===== config.mk =====
export PLATFORM = sky130hd
export DESIGN_NAME = link_config_param_registers
export DESIGN_NICKNAME = d
export VERILOG_FILES = /design/src/pkg/link_cfg_pkg.sv /design/src/level_sync.sv /design/src/link_cfg_page.sv /design/src/link_config_param_registers.sv
export SDC_FILE = /design/constraint.sdc
export NUM_CORES = 1
export LEC_CHECK = 0
export ABC_AREA = 1
export BUFFER_PORTS_ARGS = -buffer_cell sky130_fd_sc_hd__buf_2
export CORE_UTILIZATION = 53
export DETAILED_ROUTE_END_ITERATION = 8
export GPL_TIMING_DRIVEN = 0
export PLACE_DENSITY = 0.81
export SLEW_MARGIN = 25
export SYNTH_ARGS = -nofsm -noshare
export SYNTH_HDL_FRONTEND = slang
export SYNTH_SLANG_ARGS = --single-unit

===== constraint.sdc =====
create_clock -name pclk -period 2.14 [get_ports pclk]
set_input_delay 0.535 -clock pclk [delete_from_list [all_inputs] [get_ports pclk]]
set_output_delay 0.535 -clock pclk [all_outputs]
set_load 0.02 [all_outputs]

===== src/pkg/link_cfg_pkg.sv =====
// constants and types for the link configuration register slice
package link_cfg_pkg;

    ////////////////////////////////////////////////////////////////////////
    // structure
    localparam int NUM_LINKS = 2;
    localparam int PAGE_W = 1;
    localparam int ADDR_W = 16;
    localparam int IDX_W = 12;
    localparam int ALIGN_LANES = 3;
    localparam int ALIGN_LANE_LO = 5;

    ////////////////////////////////////////////////////////////////////////
    // register indexes, byte address is four times the index
    localparam logic [IDX_W-1:0] IDX_LINK_PAGE = 12'h300;
    localparam logic [IDX_W-1:0] IDX_CONVERTER_COUNT = 12'h456;
    localparam logic [IDX_W-1:0] IDX_CONTROL_BITS_RES = 12'h457;
    localparam logic [IDX_W-1:0] IDX_SUBCLASS_WIDTH = 12'h458;
    localparam logic [IDX_W-1:0] IDX_VERSION_SAMPLES = 12'h459;
    localparam logic [IDX_W-1:0] IDX_DENSITY_CONTROL = 12'h45a;
    localparam logic [IDX_W-1:0] IDX_SPARE_ONE = 12'h45b;
    localparam logic [IDX_W-1:0] IDX_SPARE_TWO = 12'h45c;
    localparam logic [IDX_W-1:0] IDX_CHECKSUM = 12'h45d;
    localparam logic [IDX_W-1:0] IDX_LANE_ALIGN = 12'h46c;

    ////////////////////////////////////////////////////////////////////////
    // field positions
    localparam int CS_LSB = 6;
    localparam int CS_W = 2;
    localparam int RES_LSB = 0;
    localparam int RES_W = 5;
    localparam int SUBCLASS_LSB = 5;
    localparam int SUBCLASS_W = 3;
    localparam int NP_LSB = 0;
    localparam int NP_W = 5;
    localparam int VERSION_LSB = 5;
    localparam int VERSION_W = 3;
    localparam int SAMPLES_LSB = 0;
    localparam int SAMPLES_W = 5;
    localparam int HD_BIT = 7;
    localparam int CF_LSB = 0;
    localparam int CF_W = 5;

    ////////////////////////////////////////////////////////////////////////
    // reset and fixed values
    localparam logic [7:0] RST_CONVERTER_COUNT = 8'h01;
    localparam logic [RES_W-1:0] RST_RESOLUTION = 5'h0f;
    localparam logic [SUBCLASS_W-1:0] RST_SUBCLASS = 3'h0;
    localparam logic [NP_W-1:0] RST_SAMPLE_WIDTH = 5'h0f;
    localparam logic [VERSION_W-1:0] RST_VERSION = 3'h0;
    localparam logic [SAMPLES_W-1:0] RST_SAMPLES = 5'h01;
    localparam logic [7:0] RST_SPARE = 8'h00;
    localparam logic [7:0] RST_CHECKSUM = 8'h00;
    localparam logic [CS_W-1:0] FIXED_CS = 2'h0;
    localparam logic [CF_W-1:0] FIXED_CF = 5'h00;
    localparam logic FIXED_HD = 1'b1;
    localparam logic [PAGE_W-1:0] RST_LINK_PAGE = 1'h0;

    ////////////////////////////////////////////////////////////////////////
    // carriers
    typedef struct packed {
        logic [7:0] converter_count;
        logic [RES_W-1:0] resolution;
        logic [SUBCLASS_W-1:0] device_subclass_field;
        logic [NP_W-1:0] sample_width;
        logic [VERSION_W-1:0] protocol_version_field;
        logic [SAMPLES_W-1:0] samples_per_frame;
        logic [7:0] spare_param_one;
        logic [7:0] spare_param_two;
        logic [7:0] config_checksum_field;
    } link_cfg_t;

    typedef struct packed {
        logic wr;
        logic [IDX_W-1:0] index;
        logic [7:0] data;
    } reg_write_t;

endpackage : link_cfg_pkg


===== src/level_sync.sv =====
// three-stage synchroniser with agreement filter for pin inputs
module level_sync
    import link_cfg_pkg::*;
#(
    parameter int WIDTH = 1
) (
    input wire logic pclk,
    input wire logic presetn,
    input wire logic [WIDTH-1:0] raw,
    output logic [WIDTH-1:0] stable
);

    logic [WIDTH-1:0] stage1;
    logic [WIDTH-1:0] stage2;
    logic [WIDTH-1:0] stage3;

    ////////////////////////////////////////////////////////////////////////
    // sampling chain
    always_ff @(posedge pclk or negedge presetn) begin
        if (!presetn) begin
            stage1 <= '0;
            stage2 <= '0;
            stage3 <= '0;
        end else begin
            stage1 <= raw;
            stage2 <= stage1;
            stage3 <= stage2;
        end
    end

    ////////////////////////////////////////////////////////////////////////
    // accept a bit once the last two stages agree
    always_ff @(posedge pclk or negedge presetn) begin
        if (!presetn) begin
            stable <= '0;
        end else begin
            for (int i = 0; i < WIDTH; i++) begin
                if (stage2[i] == stage3[i]) begin
                    stable[i] <= stage3[i];
                end
            end
        end
    end

endmodule : level_sync


===== src/link_cfg_page.sv =====
// one link's copy of the writable configuration fields
module link_cfg_page
    import link_cfg_pkg::*;
(
    input wire logic pclk,
    input wire logic presetn,
    input wire logic selected,
    input wire reg_write_t write_req,
    output link_cfg_t cfg
);

    logic hit;

    assign hit = selected && write_req.wr;

    ////////////////////////////////////////////////////////////////////////
    // converter count and resolution
    always_ff @(posedge pclk or negedge presetn) begin
        if (!presetn) begin
            cfg.converter_count <= RST_CONVERTER_COUNT;
            cfg.resolution <= RST_RESOLUTION;
        end else if (hit) begin
            if (write_req.index == IDX_CONVERTER_COUNT) begin
                cfg.converter_count <= write_req.data;
            end
            if (write_req.index == IDX_CONTROL_BITS_RES) begin
                cfg.resolution <= write_req.data[RES_LSB +: RES_W];
            end
        end
    end

    ////////////////////////////////////////////////////////////////////////
    // subclass, sample width, version and samples per frame
    always_ff @(posedge pclk or negedge presetn) begin
        if (!presetn) begin
            cfg.device_subclass_field <= RST_SUBCLASS;
            cfg.sample_width <= RST_SAMPLE_WIDTH;
            cfg.protocol_version_field <= RST_VERSION;
            cfg.samples_per_frame <= RST_SAMPLES;
        end else if (hit) begin
            if (write_req.index == IDX_SUBCLASS_WIDTH) begin
                cfg.device_subclass_field <=
                    write_req.data[SUBCLASS_LSB +: SUBCLASS_W];
                cfg.sample_width <= write_req.data[NP_LSB +: NP_W];
            end
            if (write_req.index == IDX_VERSION_SAMPLES) begin
                cfg.protocol_version_field <=
                    write_req.data[VERSION_LSB +: VERSION_W];
                cfg.samples_per_frame <=
                    write_req.data[SAMPLES_LSB +: SAMPLES_W];
            end
        end
    end

    ////////////////////////////////////////////////////////////////////////
    // spare fields and checksum
    always_ff @(posedge pclk or negedge presetn) begin
        if (!presetn) begin
            cfg.spare_param_one <= RST_SPARE;
            cfg.spare_param_two <= RST_SPARE;
            cfg.config_checksum_field <= RST_CHECKSUM;
        end else if (hit) begin
            if (write_req.index == IDX_SPARE_ONE) begin
                cfg.spare_param_one <= write_req.data;
            end
            if (write_req.index == IDX_SPARE_TWO) begin
                cfg.spare_param_two <= write_req.data;
            end
            if (write_req.index == IDX_CHECKSUM) begin
                cfg.config_checksum_field <= write_req.data;
            end
        end
    end

endmodule : link_cfg_page


===== src/link_config_param_registers.sv =====
// apb register slice holding paged link configuration and lane alignment
//
// Operation
// - converter count minus one, rw, resets one
// - control bit fields read only zero
// - resolution minus one, rw, resets fifteen
// - subclass field rw, resets subclass zero
// - bits per sample minus one, resets fifteen
// - protocol version field rw, resets zero
// - samples per frame minus one, resets one
// - density flag always reads one
// - two spare fields rw, reset zero
// - checksum field rw, resets zero
// - lane alignment bits read only, reset zero
// - page selector picks which link copy
module link_config_param_registers
    import link_cfg_pkg::*;
(
    input wire logic pclk,
    input wire logic presetn,
    input wire logic psel,
    input wire logic penable,
    input wire logic pwrite,
    input wire logic [ADDR_W-1:0] paddr,
    input wire logic [31:0] pwdata,
    input wire logic [3:0] pstrb,
    output logic [31:0] prdata,
    output logic pready,
    output logic pslverr,
    input wire logic [NUM_LINKS*ALIGN_LANES-1:0] lane_align_raw,
    output logic [NUM_LINKS*ALIGN_LANES-1:0] lane_align_ok,
    output logic [PAGE_W-1:0] link_page,
    output link_cfg_t [NUM_LINKS-1:0] link_cfg
);

    ////////////////////////////////////////////////////////////////////////
    // declarations
    typedef enum logic [1:0] {
        st_idle = 2'b00,
        st_answer = 2'b01
    } bus_state_t;

    bus_state_t state;
    bus_state_t next_state;
    logic [IDX_W-1:0] index;
    logic aligned;
    logic mapped;
    logic access;
    logic commit;
    logic [7:0] read_byte;
    link_cfg_t page_cfg;
    logic [ALIGN_LANES-1:0] page_align;
    reg_write_t write_req;

    ////////////////////////////////////////////////////////////////////////
    // address decode
    assign index = paddr[IDX_W+1:2];
    assign aligned = (paddr[1:0] == 2'b00) &&
                     (paddr[ADDR_W-1:IDX_W+2] == '0);
    assign access = psel && penable;
    assign commit = access && pready;

    always_comb begin
        mapped = 1'b0;
        unique case (index)
            IDX_LINK_PAGE,
            IDX_CONVERTER_COUNT,
            IDX_CONTROL_BITS_RES,
            IDX_SUBCLASS_WIDTH,
            IDX_VERSION_SAMPLES,
            IDX_DENSITY_CONTROL,
            IDX_SPARE_ONE,
            IDX_SPARE_TWO,
            IDX_CHECKSUM,
            IDX_LANE_ALIGN: begin
                mapped = aligned;
            end
            default: begin
                mapped = 1'b0;
            end
        endcase
    end

    ////////////////////////////////////////////////////////////////////////
    // page selection of the stored copies
    always_comb begin
        page_cfg = link_cfg[link_page];
        page_align =
            lane_align_ok[link_page*ALIGN_LANES +: ALIGN_LANES];
    end

    ////////////////////////////////////////////////////////////////////////
    // read data assembly
    always_comb begin
        read_byte = 8'h00;
        unique case (index)
            IDX_LINK_PAGE: begin
                read_byte[PAGE_W-1:0] = link_page;
            end
            IDX_CONVERTER_COUNT: begin
                read_byte = page_cfg.converter_count;
            end
            IDX_CONTROL_BITS_RES: begin
                read_byte[CS_LSB +: CS_W] = FIXED_CS;
                read_byte[RES_LSB +: RES_W] = page_cfg.resolution;
            end
            IDX_SUBCLASS_WIDTH: begin
                read_byte[SUBCLASS_LSB +: SUBCLASS_W] =
                    page_cfg.device_subclass_field;
                read_byte[NP_LSB +: NP_W] = page_cfg.sample_width;
            end
            IDX_VERSION_SAMPLES: begin
                read_byte[VERSION_LSB +: VERSION_W] =
                    page_cfg.protocol_version_field;
                read_byte[SAMPLES_LSB +: SAMPLES_W] =
                    page_cfg.samples_per_frame;
            end
            IDX_DENSITY_CONTROL: begin
                read_byte[HD_BIT] = FIXED_HD;
                read_byte[CF_LSB +: CF_W] = FIXED_CF;
            end
            IDX_SPARE_ONE: begin
                read_byte = page_cfg.spare_param_one;
            end
            IDX_SPARE_TWO: begin
                read_byte = page_cfg.spare_param_two;
            end
            IDX_CHECKSUM: begin
                read_byte = page_cfg.config_checksum_field;
            end
            IDX_LANE_ALIGN: begin
                read_byte[ALIGN_LANE_LO +: ALIGN_LANES] = page_align;
            end
            default: begin
                read_byte = 8'h00;
            end
        endcase
    end

    ////////////////////////////////////////////////////////////////////////
    // bus handshake state
    always_comb begin
        next_state = state;
        unique case (state)
            st_idle: begin
                if (access) begin
                    next_state = st_answer;
                end
            end
            st_answer: begin
                next_state = st_idle;
            end
            default: begin
                next_state = st_idle;
            end
        endcase
    end

    always_ff @(posedge pclk or negedge presetn) begin
        if (!presetn) begin
            state <= st_idle;
        end else begin
            state <= next_state;
        end
    end

    ////////////////////////////////////////////////////////////////////////
    // answer registers
    always_ff @(posedge pclk or negedge presetn) begin
        if (!presetn) begin
            pready <= 1'b0;
        end else begin
            pready <= (state == st_idle) && access;
        end
    end

    always_ff @(posedge pclk or negedge presetn) begin
        if (!presetn) begin
            prdata <= 32'h0000_0000;
            pslverr <= 1'b0;
        end else if ((state == st_idle) && access) begin
            pslverr <= !mapped;
            if (mapped && !pwrite) begin
                prdata <= {24'h00_0000, read_byte};
            end else begin
                prdata <= 32'h0000_0000;
            end
        end else begin
            prdata <= 32'h0000_0000;
            pslverr <= 1'b0;
        end
    end

    ////////////////////////////////////////////////////////////////////////
    // write request, taken at the edge that completes the access
    always_comb begin
        write_req.wr = commit && pwrite && mapped && pstrb[0];
        write_req.index = index;
        write_req.data = pwdata[7:0];
    end

    ////////////////////////////////////////////////////////////////////////
    // link page selector
    always_ff @(posedge pclk or negedge presetn) begin
        if (!presetn) begin
            link_page <= RST_LINK_PAGE;
        end else if (write_req.wr && (index == IDX_LINK_PAGE)) begin
            link_page <= pwdata[PAGE_W-1:0];
        end
    end

    ////////////////////////////////////////////////////////////////////////
    // per link storage
    for (genvar g = 0; g < NUM_LINKS; g++) begin : gen_page
        link_cfg_page u_page (
            .pclk(pclk),
            .presetn(presetn),
            .selected(link_page == PAGE_W'(g)),
            .write_req(write_req),
            .cfg(link_cfg[g])
        );
    end

    ////////////////////////////////////////////////////////////////////////
    // lane alignment status from the deframer pins
    level_sync #(
        .WIDTH(NUM_LINKS*ALIGN_LANES)
    ) u_align_sync (
        .pclk(pclk),
        .presetn(presetn),
        .raw(lane_align_raw),
        .stable(lane_align_ok)
    );

endmodule : link_config_param_registers


### Word-level counts from Yosys, hierarchy flattened

Index checks and enable logic that the tools add are counted.

* register bits: 167
* input port bits: 63

* multipliers: 1
* order comparisons: 1
* equality and inequality tests: 17
* shift-type cells: 1
* mux-type cells: 13
* bitwise gates (word level): 1
* reduce and logical (&&, ||, !) cells: 31

Operators with widths (count)
* == test 12 x 11 -> 1 bit (second input constant): 9
* 2-to-1 mux 53 bit: 2
* 2-to-1 mux 32 bit: 1
* one-hot mux 4 bit (7 select lines): 1
* AND reduction 2 bit: 14
* one-hot mux 1 bit (8 select lines): 2
* one-hot mux 1 bit (7 select lines): 2
* == test 12 x 10 -> 1 bit (second input constant): 1
* logical AND 1 bit: 11
* OR reduction 10 bit: 1
* 2-to-1 mux 8 bit: 1
* == test 1 bit: 6
* logical NOT 2 bit: 3
* indexed part select 6 x 4 -> 3 bit: 1
* 2-to-1 mux 2 bit: 2
* multiplier 1 x 2 -> 3 bit (second input constant): 1
* logical NOT 1 bit: 2
* less-than comparator 1 x 2 -> 1 bit (second input constant): 1
* 2-to-1 mux 1 bit: 2
* inequality test 2 bit (second input constant): 1
* inverter 1 bit: 1

### Depth between registers and ports, before layout

* depth in word-level cells: 7
* depth in mapped cells: 14
* gate-level depth less buffers: 13

### Hierarchy

Synthesis repeated with hierarchy kept, for this count alone.

* cell total of the unflattened synthesis: 933
* area, all modules: 7639.8 µm²

By module, submodules not included
* link_cfg_page: instances 2, cells an instance 258, area an instance 2446.1 µm², seq. area each 1338.8 µm²
* link_config_param_registers: instances 1, cells an instance 369, area an instance 2049.5 µm², seq. area each 300.3 µm²
* level_sync: instances 1, cells an instance 48, area an instance 698.2 µm², seq. area each 600.6 µm²

### Worst setup path after synthesis

OpenSTA, ideal clock, no wires.

* kind: input-to-reg
* from: in paddr[13]
* to: reg gen_page[0].u_page.cfg[10] (netlist name)
* setup time: 0.066 ns
* data arrival time: 1.811 ns
* required time: 2.074 ns
* setup slack: 0.263 ns
* stages on the path: 9
* path buffers: 2
* cells stage by stage: inv_1 nand2_1 nor2_1 nand2_1 nor2_1 buf_4 clkbuf_1 nand3_1 nand2_1

* longest elaborated chain between the ends: 7

Ends and longest elaborated chain
* start, declared: RTL line link_config_param_registers.sv:24 `input wire logic [ADDR_W-1:0] paddr,`
* == test 12 x 10 -> 1 bit, or another cell as far along: RTL line link_config_param_registers.sv:65 `unique case (index)`
* OR reduction 10 bit: RTL line link_config_param_registers.sv:65
* 2-to-1 mux 1 bit: RTL line link_config_param_registers.sv:65
* logical AND 1 bit (2 in a row): RTL line link_config_param_registers.sv:197 `write_req.wr = commit && pwrite && mapped && pstrb[0];`
* logical AND 1 bit: RTL line link_cfg_page.sv:14 `assign hit = selected && write_req.wr;`
* AND reduction 2 bit (no line) (*)
* end, declared: RTL line link_cfg_page.sv:9 `output link_cfg_t cfg`

Mark *: on every way between the ends. The rest lies on a longest branch, timed or not.
A chain may end at the register's enable or synchronous reset.

### Worst setup path in the final report

* from: reg link_page
* to: reg prdata[7]

* longest elaborated chain between the ends: 5

Ends and longest elaborated chain
* start, declared: RTL line link_config_param_registers.sv:32 `output logic [PAGE_W-1:0] link_page,`
* start signal, assigned: RTL line link_config_param_registers.sv:208 `link_page <= pwdata[PAGE_W-1:0];`
* multiplier 1 x 2 -> 3 bit or 2-to-1 mux 53 bit (tied branches): RTL line link_config_param_registers.sv:89, link_config_param_registers.sv:87
* indexed part select 6 x 4 -> 3 bit or 2-to-1 mux 53 bit (tied branches): RTL line link_config_param_registers.sv:89, link_config_param_registers.sv:87
* one-hot mux 1 bit (8 select lines) (*): RTL line link_config_param_registers.sv:96 `unique case (index)`
* 2-to-1 mux 8 bit (*): RTL line link_config_param_registers.sv:183 `if (mapped && !pwrite) begin`
* 2-to-1 mux 32 bit (*): RTL line link_config_param_registers.sv:181 `end else if ((state == st_idle) && access) begin`
* end signal, assigned: RTL line link_config_param_registers.sv:184 `prdata <= {24'h00_0000, read_byte};`
* end, declared: RTL line link_config_param_registers.sv:27 `output logic [31:0] prdata,`

Mark *: on every way between the ends. The rest lies on a longest branch, timed or not. The select of a mux whose other input is x is not followed.

==> metrics.csv <==
stage,metric,value,unit
run_status,status,completed,
global_routing,antenna violations before repair,0,
clocking,htree depth,4,
die,row cnt,43,
routing,final wirelength,25.3,mm
routing,DR WL/cell,18.6,um
yosys,Post-synth top flop,dfrtp_1,
setup_path,Setup crit end kind,flip-flop,
power_and_ir_drop,Sw Share,23.4,%
timing,period utilization,98.7,%
timing,f_max,474,MHz
layout,fraction of layout cells with a size suffix above 1,24.7,%
yosys,cell accounting for the most synthesized area,dfrtp_1,
place,GP Congestion,0.953,
yosys,"count leader, synth",nand2_1,
clocking,root buffer cell,clkbuf_16,
power_and_ir_drop,Tot Pwr,6.44,mW
timing,minimum clock period,2.11,ns
yosys,Synth top cells by count,"nand2_1, inv_1, nand3_1",
die,Die Y-Extent,122,um
power_and_ir_drop,cell area power density,677,nW/um^2
min_path,Hold Path Class,input pin to asynchronous set/reset pin,
place,Area after DPL,8810,sq um
place,DP Wirelength,17.4,mm
yosys,fraction of registers with async set/reset,100,%
routing,ANT nets after route,0,
layout,antenna fix cells,0,
global_routing,GRT overflow,0,
die,Die Wd,122,um
timing,worst slew pin tran,0.864,ns
clocking,clock sink total,142,
timing,Slew Limit Headroom,42.4,%
power_and_ir_drop,combinational power share,4.9,%
power_and_ir_drop,clock power share,52.6,%
die,Initial Util,54.8,%
global_routing,GRT Total Usage,34.9,%
yosys,share of the synthesized area in the top cell type,39.8,%
timing,RSZ-0062 raised after global routing,true,
yosys,syn_area_per_cell,7.97,sq um
die,CORE AREA,14000,sq um
global_routing,maximum number of pins on one net before global-route repair,90,
routing,DRT Pass-1 Iters,6,
global_routing,vias in the first global route,6931,
power_and_ir_drop,leak pwr,4.85,nW
power_and_ir_drop,internal power,4.94,mW
setup_path,Worst Path Max Fanout,10,
yosys,Ys Warns,0,
setup_path,Critical Path Source Type,flip-flop,
die,Die ar.,15000,sq um
yosys,Mapped Cells,962,
yosys,Synth area leaders,"dfrtp_1, nand2_1, o21bai_1, nand3_1, dfstp_2",
setup_path,"Req. time, crit path",2.46,ns
routing,via count,7673,
layout,fin area,9510,sq um
layout,Synth-to-Final Area Change,24.0,%
clocking,"Clk pin slew, worst setup/hold paths",0.06,ns
routing,1st-iter DRT viols,838,
clocking,clock buffer depth,2,
setup_path,worst setup path class,flip-flop to flip-flop,
die,IO Count,210,
yosys,Synth Cell Area,7670,sq um
layout,Final #Nets,1226,
timing,max-slew violations,0,
timing,Clock Skews,0.00828,ns
timing,Final setup violation count,0,
power_and_ir_drop,sw power,1.50,mW
yosys,post-synthesis sequential area ratio,46.7,%
clocking,CTS tree,done,
power_and_ir_drop,Peak supply drop,0.000487,V
setup_path,"Data arrival, critical path",2.43,ns
routing,DRC viols,0,
timing,final hold violations,0,
yosys,post-synthesis register bit count,142,
power_and_ir_drop,Seq pwr share,42.5,%
job,total of max-cap violations,0,
timing,Setup TNS,0,ns
global_routing,first-pass GRT wire length,38.0,mm
clocking,Inserted Clock Buffers,17,
clocking,worst skew pair latency,0.44,ns
clocking,Post-CTS Hold Buffers,0,
place,Port Buffers,158,
routing,DR vias/cell,5.66,
yosys,number of synthesized flops with an enable pin,0,
yosys,library cells used by synthesis,34,
timing,Hold WS,0.120,ns
==> stage by stage <==
step	setup WS [ns]	util, %	std cells
floorplan	0.263	-	985
global placement	-1.46	62.7	1323
detailed placement	-0.405	63.0	1324
CTS	0.0172	67.8	1356
global route	-0.0826	68.0	1356
finish	0.0285	68.0	1356
==> layout make-up <==
| class | count | area (sq um) |
|---|---|---|
| Timing Repair Buffer | 159 | 828 |
| Buffer | 84 | 522 |
| Sequential cell | 142 | 3580 |
| Fill cell | 1160 | 4480 |
| Tap cell | 180 | 225 |
| Clock buffer | 18 | 439 |
| Multi-Input combinational cell | 625 | 3190 |
| Inverter | 134 | 503 |
| Clock inverter | 14 | 229 |
==> worst max-delay path: stages, from the launching register on <==
cell      delay [ns]
dfrtp_1         0.35
buf_2           0.30
clkbuf_4        0.29
mux2i_1         0.35
o21ai_0         0.15
inv_1           0.10
nand4_1         0.19
o21a_1          0.25
==> cell usage in the layout, fill, tap and decap left out, drive strengths merged, types with 10 or more instances in the layout <==
master / n
nand2: 229
nand3: 124
a21oi: 10
dfstp: 20
inv: 138
o21ai: 38
o21bai: 106
dfrtp: 122
clkbuf: 49
buf: 212
conb: 24
nor2: 65
==> flip-flops by register name, indices dropped and copies added, names as in the netlist <==
| name | count |
|---|---|
| u_align_sync.stable | 6 |
| state | 1 |
| u_align_sync.stage3 | 6 |
| u_align_sync.stage2 | 6 |
| pslverr | 1 |
| prdata | 8 |
| u_align_sync.stage1 | 6 |
| link_page | 1 |
| gen_page.u_page.cfg | 106 |
| pready | 1 |
==> per-layer routing <==
| layer | vias to the layer above | part of all wire (%) | track usage (%) |
|---|---|---|---|
| li1 | 3427 | - | - |
| met1 | 3596 | 39 | 48.2 |
| met2 | 540 | 44 | 50.7 |
| met3 | 110 | 11 | 8.22 |
| met4 | 0 | 5.4 | 18.9 |
| met5 | - | 0 | 0 |
==> cells by family (layout without fill, tap and decap cells) <==
kind of cell               Yosys count  count (layout)  share of synthesized area [%]
AOI/OAI and AO/OA                  165             165                           14.5
and+or+nand+nor                    427             427                           24.5
other                                1              24                         0.0489
muxes                                3               3                          0.392
DFF                                142             142                           46.7
adders and majority gates            6               6                          0.783
buffers and inverters              218             409                           13.1
==> power groups by stage <==
stage	combinational [mW]	sequential (mW)	clock, mW
6_report	0.313	2.74	3.39
5_1_grt	0.340	2.74	3.50
4_1_cts	0.309	2.74	3.39
3_5_place_dp	0.307	2.78	0
3_3_place_gp	0.295	2.78	0
2_1_floorplan	0.129	2.80	0
==> what timing repair did <==
action,4_1_cts,5_1_grt
gates resized for setup,4,18
buffers inserted,0,0
endpoints found under the setup margin,61,107
==> final timing paths <==
| path | endpoint | slack [ns] | start | depth (start not counted) |
|---|---|---|---|---|
| min in group pclk | u_align_sync.stage1[5] | 0.20 | lane_align_raw[5] | 1 |
| worst max-delay path | prdata[7] | 0.03 | link_page | 7 |
| worst min register to register | u_align_sync.stage2[0] | 0.35 | u_align_sync.stage1[0] | 0 |
| max in group asynchronous | gen_page[0].u_page.cfg[24] | 1.28 | presetn | 2 |
| worst min-delay path | gen_page[0].u_page.cfg[37] | 0.12 | presetn | 1 |
| worst max register to register | prdata[7] | 0.03 | link_page | 7 |
(Power assumes the default switching activity.)
